$ cat src/logic/bkg_pkg.sv
`default_nettype none
package bkg_pkg;
   // register map (byte addresses on the bus)
   localparam logic [3:0] UNLOCK_OFFSET  = 4'h0;  // unlock key, write only
   localparam logic [3:0] CONTROL_OFFSET = 4'h4;  // option bits, exit request
   localparam logic [3:0] STATUS_OFFSET  = 4'h8;  // execution state, read only

   // unlock key compared against bits 7..2 of the written byte
   localparam logic [5:0] UNLOCK_KEY     = 6'h26;  // 100110
   localparam int         KEY_MSB        = 7;
   localparam int         KEY_LSB        = 2;

   // unlock window and force-pin debounce, in instruction cycles
   localparam int         UNLOCK_CYCLES  = 8;
   localparam int         DEBOUNCE_CYCLES = 4;

   // control register field positions
   localparam int         CTL_FLASH_EXEC = 0;
   localparam int         CTL_SECURITY   = 1;
   localparam int         CTL_EXIT       = 2;
   localparam int         CTL_MASS_ERASE = 3;
   localparam int         CTL_USER_CLEAR = 4;

   // reset values of the non-volatile option image
   localparam logic       FLASH_EXEC_RST = 1'b1;
   localparam logic       SECURITY_RST   = 1'b0;

   localparam logic [15:0] START_ADDR    = 16'h0000;

   typedef enum logic [1:0] {
      MEM_FLASH,
      MEM_BOOT
   } bkg_mem_type;
endpackage
`default_nettype wire

$ cat src/logic/bkg_sync.sv
`timescale 1ns/100ps
`default_nettype none
module bkg_sync (
   input  wire logic mclk,   // clock
   input  wire logic din,    // asynchronous level
   output logic      dout    // synchronised level
);
   logic stage1Q;
   logic stage2Q;

   // no reset: the pin level must already be through both stages
   // at the first edge after reset release
   always_ff @(posedge mclk) begin
      stage1Q <= din;
      stage2Q <= stage1Q;
   end

   assign dout = stage2Q;
endmodule
`default_nettype wire

$ cat src/logic/bkg_gate.sv
// Our own choices: register access over AXI4-Lite and the address map.
`timescale 1ns/100ps
`default_nettype none
// --------------------------------------------------------------
module bkg_gate
   import bkg_pkg::*;
#(
   parameter int ADDR_W = 16           // program address width
) (
   input  wire logic              mclk,            // 125 MHz clock
   input  wire logic              rst_n,           // sync reset, low
   // axi4-lite slave
   input  wire logic [3:0]        s_axi_awaddr,    // write address
   input  wire logic              s_axi_awvalid,   // write addr valid
   output logic                   s_axi_awready,   // write addr ready
   input  wire logic [31:0]       s_axi_wdata,     // write data
   input  wire logic [3:0]        s_axi_wstrb,     // byte enables
   input  wire logic              s_axi_wvalid,    // write data valid
   output logic                   s_axi_wready,    // write data ready
   output logic [1:0]             s_axi_bresp,     // write response
   output logic                   s_axi_bvalid,    // response valid
   input  wire logic              s_axi_bready,    // response ready
   input  wire logic [3:0]        s_axi_araddr,    // read address
   input  wire logic              s_axi_arvalid,   // read addr valid
   output logic                   s_axi_arready,   // read addr ready
   output logic [31:0]            s_axi_rdata,     // read data
   output logic [1:0]             s_axi_rresp,     // read response
   output logic                   s_axi_rvalid,    // read data valid
   input  wire logic              s_axi_rready,    // read data ready
   // core instruction flow
   input  wire logic              jump_to_boot_instr,   // exec strobe
   input  wire logic              return_to_flash_instr,// exec strobe
   input  wire logic [ADDR_W-1:0] jumpTarget,      // jump target
   input  wire logic              emuBreak,        // breakpoint active
   output logic                   pcLoad,          // load pc pulse
   output logic [ADDR_W-1:0]      pcValue,         // new pc
   output logic                   execBoot,        // 1 = boot ROM
   output logic                   unlockFlag,      // unlock window open
   // pins
   input  wire logic              force_boot_pin,  // raised-level detect
   input  wire logic              loadClock,       // internal load clock
   output logic                   load_clock_out_pin,   // clock out
   output logic                   loadClockOe,     // clock out enable
   output logic                   forceBootIn,     // digital pin value
   output logic                   ispEnable,       // serial ISP enabled
   output logic                   resetRequest     // self reset pulse
);
   // ------------------------------------------------------------
   // pin synchroniser and helpers
   // ------------------------------------------------------------
   logic forceSync;

   bkg_sync u_force_sync (
      .mclk  (mclk),
      .din   (force_boot_pin),
      .dout  (forceSync)
   );

   function automatic logic key_match(input logic [7:0] b);
      key_match = (b[KEY_MSB:KEY_LSB] == UNLOCK_KEY);
   endfunction

   // ------------------------------------------------------------
   // axi4-lite write path
   // ------------------------------------------------------------
   logic        awHeld_q;
   logic [3:0]  awAddr_q;
   logic        wHeld_q;
   logic [31:0] wData_q;
   logic [3:0]  wStrb_q;
   logic        bValid_q;
   logic        wrFire;

   assign s_axi_awready = !awHeld_q && !bValid_q;
   assign s_axi_wready  = !wHeld_q && !bValid_q;
   assign wrFire        = awHeld_q && wHeld_q && !bValid_q;
   assign s_axi_bvalid  = bValid_q;
   assign s_axi_bresp   = 2'h0;

   always_ff @(posedge mclk) begin
      if (!rst_n) begin
         awHeld_q <= 1'b0;
         awAddr_q <= 4'h0;
      end else if (s_axi_awvalid && s_axi_awready) begin
         awHeld_q <= 1'b1;
         awAddr_q <= s_axi_awaddr;
      end else if (wrFire) begin
         awHeld_q <= 1'b0;
      end
   end

   always_ff @(posedge mclk) begin
      if (!rst_n) begin
         wHeld_q <= 1'b0;
         wData_q <= 32'h0;
         wStrb_q <= 4'h0;
      end else if (s_axi_wvalid && s_axi_wready) begin
         wHeld_q <= 1'b1;
         wData_q <= s_axi_wdata;
         wStrb_q <= s_axi_wstrb;
      end else if (wrFire) begin
         wHeld_q <= 1'b0;
      end
   end

   always_ff @(posedge mclk) begin
      if (!rst_n)
         bValid_q <= 1'b0;
      else if (wrFire)
         bValid_q <= 1'b1;
      else if (s_axi_bready)
         bValid_q <= 1'b0;
   end

   logic keyWrite;
   logic ctlWrite;
   assign keyWrite = wrFire && wStrb_q[0] && (awAddr_q == UNLOCK_OFFSET);
   assign ctlWrite = wrFire && wStrb_q[0] && (awAddr_q == CONTROL_OFFSET);

   // ------------------------------------------------------------
   // unlock window
   // ------------------------------------------------------------
   // the counter runs through interrupt service too, so a long
   // handler lets the window lapse before the jump is reached
   logic       unlock_q;
   logic [3:0] unlockCnt_q;

   always_ff @(posedge mclk) begin
      if (!rst_n) begin
         unlock_q    <= 1'b0;
         unlockCnt_q <= 4'h0;
      end else if (keyWrite && key_match(wData_q[7:0])) begin
         unlock_q    <= 1'b1;
         unlockCnt_q <= 4'(UNLOCK_CYCLES - 1);
      end else if (keyWrite) begin
         unlock_q    <= 1'b0;
         unlockCnt_q <= 4'h0;
      end else if (unlock_q && !emuBreak) begin
         if (unlockCnt_q == 4'h0)
            unlock_q <= 1'b0;
         else
            unlockCnt_q <= unlockCnt_q - 4'h1;
      end
   end
   assign unlockFlag = unlock_q;

   // ------------------------------------------------------------
   // option image: flash-exec and security bits
   // ------------------------------------------------------------
   logic flashExec_q;
   logic security_q;
   logic exitReq;
   assign exitReq = ctlWrite && wData_q[CTL_EXIT];

   // forced boot never touches these two bits
   always_ff @(posedge mclk) begin
      if (!rst_n) begin
         flashExec_q <= FLASH_EXEC_RST;
         security_q  <= SECURITY_RST;
      end else if (ctlWrite) begin
         flashExec_q <= wData_q[CTL_FLASH_EXEC];
         if (wData_q[CTL_SECURITY])
            security_q <= 1'b1;
         else if (wData_q[CTL_MASS_ERASE] || wData_q[CTL_USER_CLEAR])
            security_q <= 1'b0;
      end
   end

   // ------------------------------------------------------------
   // reset entry: forced boot sampled after reset release
   // ------------------------------------------------------------
   // the pin is caught at the first clocked sample after release;
   // the host keeps it raised long enough for the synchroniser
   logic        rstDone_q;
   logic        forcedBoot_q;
   logic        entryPend_q;
   bkg_mem_type mem_q;
   logic        pcLoad_q;
   logic [ADDR_W-1:0] pc_q;

   // entry is a one-shot: a later return to flash at 0000 must not
   // look like a fresh forced reset
   always_ff @(posedge mclk) begin
      if (!rst_n) begin
         rstDone_q    <= 1'b0;
         forcedBoot_q <= 1'b0;
         entryPend_q  <= 1'b0;
      end else begin
         rstDone_q    <= 1'b1;
         entryPend_q  <= !rstDone_q && forceSync;
         if (!rstDone_q)
            forcedBoot_q <= forceSync;
      end
   end

   always_ff @(posedge mclk) begin
      if (!rst_n) begin
         mem_q    <= MEM_FLASH;
         pcLoad_q <= 1'b0;
         pc_q     <= '0;
      end else if (entryPend_q) begin
         mem_q    <= MEM_BOOT;
         pcLoad_q <= 1'b1;
         pc_q     <= ADDR_W'(START_ADDR);
      end else if (jump_to_boot_instr) begin
         pcLoad_q <= 1'b1;
         if (unlock_q) begin
            mem_q <= MEM_BOOT;
            pc_q  <= jumpTarget;
         end else begin
            mem_q <= MEM_FLASH;
            pc_q  <= jumpTarget;
         end
      end else if (return_to_flash_instr && mem_q == MEM_BOOT) begin
         mem_q    <= MEM_FLASH;
         pcLoad_q <= 1'b1;
         pc_q     <= jumpTarget;
      end else begin
         pcLoad_q <= 1'b0;
      end
   end

   // ordinary reset (forceBoot low) stays in flash at 0000
   assign execBoot = (mem_q == MEM_BOOT);
   assign pcLoad   = pcLoad_q;
   assign pcValue  = pc_q;

   // ------------------------------------------------------------
   // exit: self reset back into flash
   // ------------------------------------------------------------
   logic resetReq_q;
   always_ff @(posedge mclk) begin
      if (!rst_n)
         resetReq_q <= 1'b0;
      else
         resetReq_q <= exitReq && execBoot && flashExec_q;
   end
   assign resetRequest = resetReq_q;

   // ------------------------------------------------------------
   // force pin: load clock out, input value, debounce
   // ------------------------------------------------------------
   assign load_clock_out_pin = forceSync ? loadClock : 1'b0;
   assign loadClockOe        = forceSync;
   assign forceBootIn        = forceSync;

   logic [2:0] lowCnt_q;
   logic       isp_q;
   always_ff @(posedge mclk) begin
      if (!rst_n) begin
         lowCnt_q <= 3'h0;
         isp_q    <= 1'b0;
      end else if (!forcedBoot_q || isp_q) begin
         lowCnt_q <= 3'h0;
      end else if (forceSync) begin
         lowCnt_q <= 3'h0;
      end else if (lowCnt_q == 3'(DEBOUNCE_CYCLES - 1)) begin
         isp_q    <= 1'b1;
      end else begin
         lowCnt_q <= lowCnt_q + 3'h1;
      end
   end
   assign ispEnable = isp_q;

   // ------------------------------------------------------------
   // axi4-lite read path
   // ------------------------------------------------------------
   logic        rValid_q;
   logic [31:0] rData_q;
   logic [1:0]  rResp_q;

   assign s_axi_arready = !rValid_q;
   assign s_axi_rvalid  = rValid_q;
   assign s_axi_rdata   = rData_q;
   assign s_axi_rresp   = rResp_q;

   always_ff @(posedge mclk) begin
      if (!rst_n) begin
         rValid_q <= 1'b0;
         rData_q  <= 32'h0;
         rResp_q  <= 2'h0;
      end else if (s_axi_arvalid && s_axi_arready) begin
         rValid_q <= 1'b1;
         rResp_q  <= 2'h0;
         if (s_axi_araddr == CONTROL_OFFSET)
            rData_q <= {30'h0, security_q, flashExec_q};
         else if (s_axi_araddr == STATUS_OFFSET)
            rData_q <= {26'h0, isp_q, forceSync, forcedBoot_q,
                        execBoot, unlock_q, 1'b0};
         else begin
            rData_q <= 32'h0;   // unlock register is write only
            rResp_q <= (s_axi_araddr == UNLOCK_OFFSET) ? 2'h0 : 2'h2;
         end
      end else if (s_axi_rready) begin
         rValid_q <= 1'b0;
      end
   end
endmodule
`default_nettype wire

$ cat config.mk
export PLATFORM = sky130hd
export DESIGN_NAME = bkg_gate
export DESIGN_NICKNAME = d
export VERILOG_FILES = /design/src/logic/bkg_pkg.sv /design/src/logic/bkg_sync.sv /design/src/logic/bkg_gate.sv
export SDC_FILE = /design/constraint.sdc
export NUM_CORES = 1
export LEC_CHECK = 0
export BUFFER_PORTS_ARGS = -buffer_cell sky130_fd_sc_hd__buf_2
export CORE_MARGIN = 8
export CORE_UTILIZATION = 46
export CTS_BUF_LIST = sky130_fd_sc_hd__clkbuf_4 sky130_fd_sc_hd__clkbuf_8
export CTS_CLUSTER_SIZE = 16
export DETAILED_ROUTE_END_ITERATION = 7
export GPL_TIMING_DRIVEN = 0
export PLACE_DENSITY_LB_ADDON = 0.08
export REMOVE_ABC_BUFFERS = 1
export SLEW_MARGIN = 0
export SYNTH_ARGS = -nofsm -noshare
export SYNTH_HDL_FRONTEND = slang
export SYNTH_SLANG_ARGS = --single-unit
$ cat constraint.sdc
create_clock -name mclk -period 2.01 [get_ports mclk]
set_clock_uncertainty 0.15 [all_clocks]
set_input_delay 0.201 -clock mclk [delete_from_list [all_inputs] [get_ports mclk]]
set_output_delay 0.201 -clock mclk [all_outputs]
set_load 0.01 [all_outputs]
# Yosys cells after proc, flatten, opt, wreduce, memory -nomap -nowiden
# Cells that the tools add are included.
[word_totals]
ff_bits = 87
in_bits = 72
out_inout_bits = 65
elab_cells = 118
[op_classes]
addsub = 2
n_eq_ne = 7
muxes = 33
bitwise = 4
n_reduce_logical = 46
[op_table]
columns = ["operator", "n"]
rows = [
  ["$mux 16", 2],
  ["$mux 1", 20],
  ["$logic_and 1x1->1", 17],
  ["$logic_not 4->1", 3],
  ["$mux 3", 4],
  ["$mux 6", 2],
  ["$reduce_bool 2->1", 6],
  ["$mux 2", 5],
  ["$reduce_bool 3->1", 3],
  ["$eq 4x3->1 const B", 2],
  ["$reduce_and 2->1", 4],
  ["$logic_not 1->1", 7],
  ["$eq 6x6->1 const B", 1],
  ["$reduce_or 3->1", 2],
  ["$eq 4x4->1 const B", 1],
  ["$not 1->1", 4],
  ["$sub 4x1->4 const B", 1],
  ["$add 3x1->3 const B", 1],
  ["$eq 3x2->1 const B", 1],
  ["$ne 3x3->1 const B", 1],
  ["$reduce_and 3->1", 1],
  ["$eq 2x1->1 const B", 1],
  ["$logic_or 1x1->1", 2],
  ["$reduce_or 2->1", 1],
]

# Longest topological paths before layout
# Gate-level depths: netlist of run 1.
[depth]
depth_word = 7
depth_mapped = 5
depth_no_buf = 5

# Hierarchy
# A second synthesis of run 1 with hierarchy kept.
[unflattened]
hier_cells = 288
hier_area_um2 = 2471.1
[modules_own_cells]
columns = ["module", "n_inst", "cells_per_inst", "area_per_inst_um2", "seq_area_each_um2"]
rows = [
  ["bkg_gate", 1, 286, 2431.1, 1141.1],
  ["bkg_sync", 1, 2, 40.0, 40.0],
]

# Worst setup path before layout of run 1
# Ideal clock, no wire load.
[synth_timing]
kind = "reg2reg"
from = "register unlockCnt_q[0]"
to = "register unlockCnt_q[1]"
setup_ps = 74
t_arrival_ps = 1295
required_ps = 1786
setup_slack_ps = 491
path_stages_with_launch = 6
n_path_buf = 0
synth_period_minus_slack_ps = 1519
path_cell_list = "dfxtp_1 inv_1 ha_1 a21oi_1 mux2_2 o21ai_0"
[synth_between]
elab_chain_len = 5
word_cells_on_any_way = 8
classes_between = "add/sub: 1; eq/ne: 1; mux: 4; reduce/logical: 2"
[synth_rtl]
columns = ["element", "line_no", "source"]
rows = [
  ["start, declared", "bkg_gate.sv:126", "logic [3:0] unlockCnt_q;"],
  ["start signal, assigned", "bkg_gate.sv:134", "unlockCnt_q <= 4'(UNLOCK_CYCLES - 1);"],
  ["start signal, assigned", "bkg_gate.sv:142", "unlockCnt_q <= unlockCnt_q - 4'h1;"],
  ["$sub 4x1->4", "bkg_gate.sv:142", ""],
  ["$mux 3", "bkg_gate.sv:139", "if (unlockCnt_q == 4'h0)"],
  ["$mux 3", "bkg_gate.sv:138", "end else if (unlock_q && !emuBreak) begin"],
  ["$mux 3", "bkg_gate.sv:135", "end else if (keyWrite) begin"],
  ["$mux 3", "bkg_gate.sv:132", "end else if (keyWrite && key_match(wData_q[7:0])) begin"],
]
# Several ways; a longest one is shown, not always the timed one. The select of a mux whose other input is x is not followed.
# A chain may end at the register's enable or synchronous reset.

# Final worst setup path of run 1
[layout_timing]
from = "register mem_q[0]"
to = "register pc_q[5], in the netlist pcValue[5]"
[layout_between]
elab_chain_len = 3
[layout_rtl]
columns = ["element", "line_no", "source"]
rows = [
  ["start, declared", "bkg_gate.sv:177", "bkg_mem_type mem_q;"],
  ["start signal, assigned", "bkg_gate.sv:198", "mem_q <= MEM_FLASH;"],
  ["start signal, assigned", "bkg_gate.sv:202", "mem_q <= MEM_BOOT;"],
  ["start signal, assigned", "bkg_gate.sv:208", "mem_q <= MEM_BOOT;"],
  ["$eq 2x1->1", "bkg_gate.sv:214", "end else if (return_to_flash_instr && mem_q == MEM_BOOT) begin"],
  ["$logic_and 1x1->1", "bkg_gate.sv:214", ""],
  ["$reduce_bool 2->1 (no source line)", "-", ""],
  ["end signal, assigned", "bkg_gate.sv:209", "pc_q <= jumpTarget;"],
  ["end signal, assigned", "bkg_gate.sv:212", "pc_q <= jumpTarget;"],
  ["end signal, assigned", "bkg_gate.sv:217", "pc_q <= jumpTarget;"],
  ["end, declared", "bkg_gate.sv:179", "logic [ADDR_W-1:0] pc_q;"],
]
# Every way passes these cells.

==> results of run 1 <==
[through the flow]
| step | worst slack [ps] | hold slack, ps | cells | area [µm²] | utilization (%) |
|---|---|---|---|---|---|
| detailed placement | 198 | 159 | 425 | 2790 | 54.2 |
| floorplan | 491 | 78.7 | 275 | 2300 | - |
| global placement | 212 | 153 | 425 | 2790 | 54.2 |
| global route | 10.1 | 21.4 | 476 | 3380 | 65.8 |
| finish | 142 | 20.4 | 476 | 3380 | 65.8 |
| CTS | 162 | 7.67 | 476 | 3380 | 65.8 |
[cells in the mapped netlist, drive strengths merged]
master	n	area (µm²)
xor2	1	8.76
nand3b	1	7.51
inv	8	30.0
a22oi	5	37.5
mux2i	8	80.1
nor2	27	101
nand4	2	12.5
ha	4	50.1
nand2	58	218
or2	1	6.26
nor2b	3	18.8
xnor2	1	8.76
a211o	1	8.76
nor4b	2	32.5
and2	4	25.0
nor3	2	10.0
dfxtp	59	1180
nor4	1	6.26
a31oi	2	12.5
buf	37	261
nand2b	4	25.0
a21oi	34	170
nand4b	3	32.5
conb	1	3.75
a21o	1	7.51
a22o	1	8.76
or3b	2	17.5
mux2	1	11.3
a221oi	1	8.76
o211ai	1	7.51
a211oi	1	7.51
o21ai	6	30.0
clkbuf	4	15.0
a32oi	1	8.76
[path summary, 6_finish.rpt]
kind                                      startpoint                 to  slack [ps]
worst max-delay path                        mem_q[0]         pcValue[5]         140
worst max register to register              mem_q[0]         pcValue[5]         140
worst min-delay path                 s_axi_araddr[2]     s_axi_rresp[1]          20
worst min register to register  u_force_sync.stage1Q  u_force_sync.dout         180
[area by class of cell]
type / count / area, µm²
Fill cell: 460 / 1760
Sequential cell: 59 / 1180
Multi-Input combinational cell: 208 / 1090
Timing Repair Buffer: 115 / 751
Clock buffer: 11 / 145
Clock inverter: 5 / 100
Tap cell: 70 / 87.6
Inverter: 8 / 30.0
[sequential cells by signal (all words and copies together) (netlist names), 3 cells and up]
signal and flops:
unlockCnt_q 4, awAddr_q 4, wData_q 8, pcValue 16, lowCnt_q 3, s_axi_rdata 6
[cells in the final DEF (no fill, tap or decap), types with 2 or more instances in the layout]
master,n
a21oi_1,34
a22oi_1,5
a31oi_1,2
and2_1,4
buf_2,80
bufinv_16,3
clkbuf_8,10
clkinv_2,2
conb_1,29
dfxtp_1,59
dlygate4sd3_1,35
ha_1,4
inv_1,8
mux2i_1,8
nand2_1,58
nand2b_1,4
nand4_1,2
nand4b_1,2
nor2_1,27
nor2b_1,3
nor3_1,2
o21ai_0,6
[timing repair]
item / in CTS / in global routing
setup buffers: 0 / 0
hold buffers: 35 / 0
endpoints found under the hold margin: 35 / 0
[power by group through the flow]
stage,Sequential (mW),Combinational (mW),Clock (mW)
floorplan,1.29,0.141,0
global placement,1.28,0.260,0
detailed placement,1.28,0.263,0
CTS,1.26,0.318,1.34
global route,1.26,0.354,1.40
finish,1.26,0.319,1.31
[worst max-delay path: stages, from the launching register on]
cell and delay, ps:
dfxtp_1 370, a21oi_1 970, nand2_1 130, a21oi_1 170
[metal layers]
layer | routed length [µm] | vias to the layer above | GRT usage, %
met3 | 504 | 9 | 4.32
met4 | 108 | 0 | 8.16
met5 | 0 | - | 0
li1 | - | 1128 | -
met1 | 2740 | 949 | 17.4
met2 | 2760 | 76 | 24.9
[kinds of logic (layout without fill, tap and decap cells)]
kind of cell	after synthesis	after routing	share of synthesized area [%]
compound gates	54	54	12.5
simple gates	110	110	20.8
mux	9	9	3.70
other cells	1	29	0.152
flops	59	59	47.8
xor+xnor	2	2	0.709
buf+inv	49	139	12.4
fa+ha+maj	4	4	2.03
==> impl_metrics.toml, run 1 <==
[run_status]
status = "finished clean"

[power]
clkPwrFrac_pct = 45.4
p_comb_share_pct = 11.0
ir_worst_vdd_mv = 0.540
p_leak_nw = 1.58
power.sequential.fraction_pct = 43.6
swShare_pct = 22.5
power_density_mw_per_mm2 = 853
power.internal_mw = 2.24
p_sw_mw = 0.649
power_mw = 2.89

[synth]
synth_seq_cells = 59
ys_warn_count = 0
synth.distinct_cells = 39
netlist_instances = 288
postSynthAreaPerCell_um2 = 8.58
synth_area_mm2 = 0.00247
seq_area_frac_synth_pct = 47.8

[sta]
slew_headroom_pct = 16.5
drv_slew = 0
hold_violations = 0
min_period_ps = 1870
tns_ps = 0
rsz0062_at_grt = "false"
setup_viol = 0
finalCritPeriodShare_pct = 92.9
clock.fmax_ghz = 0.535
worstMarginPinSlew_ps = 1250

[layout]
drive_gt1_share_pct = 24.9
final_net_count = 477
synthToLayoutAreaGrowth_pct = 36.9
diodes = 0

[drt]
drc = 0
via_per_inst = 4.54
via_count = 2162
drt-total-wl_mm = 6.10
drt_first_pass_iters = 4
routedWlPerCell_um = 12.8
ant_nets = 0
drt_iter0_markers = 80

[cts]
cts_tree = "yes"
ctsRootBufferMaster = "clkbuf_8"
clk_pin_slew_ps = 60
clkLatencyLatePin_ps = 330
ctsResizeCount = 0
numCtsBuffers = 9
cts.sinks = 59
max-clock-path-buffers = 2
h-tree-depth = 3

[grt]
grt_first_pass_wirelength_mm = 9.26
grt_start_max_net_pins = 31
grt_usage_pct = 15.2
antenna_found_initial = 0
grt_pass1_vias = 2078
grt-ovfl-total = 0

[setup_path]
end_kind = "flop"
arrival_ps = 1970
ff2ff_path_depth = 3
crit_required_ps = 2110
critPathKind = "flop to flop"
path_max_fanout = 16
crit_path_start_kind = "flop"

[place]
port-buffer-count = 80
place_hpwl_mm = 4.25
gp_congestion = 0.748

[hold_path]
worstHoldPathCells = 3
hold_class = "input pin to flop"

[floorplan]
die_w_um = 89.3
coreArea_mm2 = 0.00514
fp.dieH_um = 89.3
io_pins = 137
start_util_pct = 48.1
rows = 26
dieArea_mm2 = 0.00797

[run]
maxCapViolations = 0
No activity file was read; power rests on OpenSTA's default activity.
==> run 2, diff against run 1 <==
--- a/config.mk
+++ b/config.mk
@@ -7,7 +7,7 @@
 export LEC_CHECK = 0
 export BUFFER_PORTS_ARGS = -buffer_cell sky130_fd_sc_hd__buf_2
 export CORE_MARGIN = 8
-export CORE_UTILIZATION = 46
+export CORE_UTILIZATION = 49
 export CTS_BUF_LIST = sky130_fd_sc_hd__clkbuf_4 sky130_fd_sc_hd__clkbuf_8
 export CTS_CLUSTER_SIZE = 16
 export DETAILED_ROUTE_END_ITERATION = 7
==> constraint.sdc (replaced) <==
create_clock -name mclk -period 2.3 [get_ports mclk]
set_clock_uncertainty 0.15 [all_clocks]
set_input_delay 0.23 -clock mclk [delete_from_list [all_inputs] [get_ports mclk]]
set_output_delay 0.23 -clock mclk [all_outputs]
set_load 0.01 [all_outputs]
==> run 2 against run 1 <==
Die area is 5.0% lower. Non-clock buffer count decreased by 4. Hold slack got worse by 6.7 ps. Power down 21%.
==> impl_metrics.toml, run 2 (synthesized netlist as in run 1, its figures left out) <==
[sta]
worstMarginPinSlew_ps = 1230
slew_headroom_pct = 17.7
min_period_ps = 1890
finalCritPeriodShare_pct = 82.0
rsz0062_at_grt = "false"
setup_slack_ps = 413
setup_viol = 0
tns_ps = 0
clock.fmax_ghz = 0.530
hold_violations = 0
drv_slew = 0

[setup_path]
regToRegSetupSlack_ps = 440
crit_required_ps = 2410
path_max_fanout = 30
critPathKind = "input pin to flop"
r2r_end = "pcValue[12]"
ff2ff_path_depth = 3
crit_path_start_kind = "input pin"
reg2reg_from = "mem_q[0]"
arrival_ps = 1990
end_kind = "flop"

[floorplan]
start_util_pct = 49.6
dieArea_mm2 = 0.00757
fp.dieH_um = 87.0
io_pins = 137
rows = 26
die_w_um = 87.0
coreArea_mm2 = 0.00498

[layout]
drive_gt1_share_pct = 25.1
final_cell_mix = "buf_2 (80), dfxtp_1 (59), nand2_1 (58), a21oi_1 (34), dlygate4sd3_1 (31)"
synthToLayoutAreaGrowth_pct = 33.2
layout_commonest_cell = "buf_2"
diodes = 0
fillCellCount = 449
register_area_mm2 = 0.00118
largest_reg_flops = 16
final_net_count = 473
multi_input_comb_area_mm2 = 0.00109

[cts]
cts_tree = "yes"
cts.sinks = 59
ctsResizeCount = 0
h-tree-depth = 3
clk_pin_slew_ps = 70
ctsRootBufferMaster = "clkbuf_8"
clkLatencyLatePin_ps = 330
max-clock-path-buffers = 2
numCtsBuffers = 9

[drt]
drc = 0
via_count = 2183
drt_first_pass_iters = 4
drt-total-wl_mm = 6.01
routedWlPerCell_um = 12.7
drt_iter0_markers = 127
via_per_inst = 4.63
ant_nets = 0

[power]
p_leak_nw = 1.54
ir_worst_vdd_mv = 0.460
power_density_mw_per_mm2 = 692

[hold_path]
worstHoldPathCells = 3
hold_path_end = "s_axi_bvalid"
hold_class = "input pin to flop"
min_from = "s_axi_bready"

[grt]
grt_pass1_vias = 2045
grt_start_max_net_pins = 31
grt-ovfl-total = 0
grt_usage_pct = 16.0
antenna_found_initial = 0
grt_first_pass_wirelength_mm = 9.49

[place]
gp_congestion = 0.733
port-buffer-count = 80
dp_slack_ps = 433
place_hpwl_mm = 4.17

[run_status]
status = "finished clean"

[run]
maxCapViolations = 0
[run 2: per-layer routing]
metal  part of all wire, %  vias up  global-route usage (%)
met5                     0        -                       0
met4                   1.8        0                    6.73
met3                   8.8       11                    6.32
met2                    46       71                    25.3
met1                    44      982                    18.7
li1                      -     1119                       -
[run 2: worst max-delay path by stage]
| stage | start | endpoint | slack [ps] | cells after the start |
|---|---|---|---|---|
| finish | rst_n | unlockFlag | 410 | 5 |
| CTS | rst_n | unlockFlag | 390 | 5 |
| detailed placement | mem_q[0] | pcValue[3] | 430 | 3 |
| global route | mem_q[0] | pcValue[7] | 270 | 3 |
| floorplan | unlockCnt_q[0] | unlockCnt_q[1] | 780 | 5 |
| global placement | mem_q[0] | pcValue[12] | 480 | 3 |
[run 2: critical path, stage by stage]
cell and delay [ps]:
dlygate4sd3_1 520, buf_2 220, inv_1 420, or3b_1 520
o21ai_0 80
[run 2: timing repair]
item	CTS	global route
hold buffers	31	0
hold endpoints to repair	31	0
setup buffers	0	0
[run 2: where the power goes]
part | leakage (nW) | total [mW] | switching, mW | internal, mW
registers | 0.483 | 1.10 | 0.0301 | 1.07
clock network | 0.106 | 0.907 | 0.388 | 0.520
logic | 0.952 | 0.272 | 0.147 | 0.125
[run 2: cell type report]
class                   instances  share of cell area (%)
flip-flops and latches         59                    35.9
multi-input cells             208                    33.1
repair buffers                111                    21.6
clock buffers                  10                    4.18
well taps                      70                    2.66
clock inverters                 6                    1.67
inverters                       8                   0.913
[run 2: metrics by stage]
step	instance area, µm²	hold slack, ps	total power, mW	cells	util [%]
floorplan	2300	108	1.25	275	-
global placement	2790	161	1.35	425	56.0
detailed placement	2790	165	1.35	425	56.0
CTS	3290	1.00	2.31	472	66.1
global route	3290	16.9	2.40	472	66.1
finish	3290	13.7	2.28	472	66.1
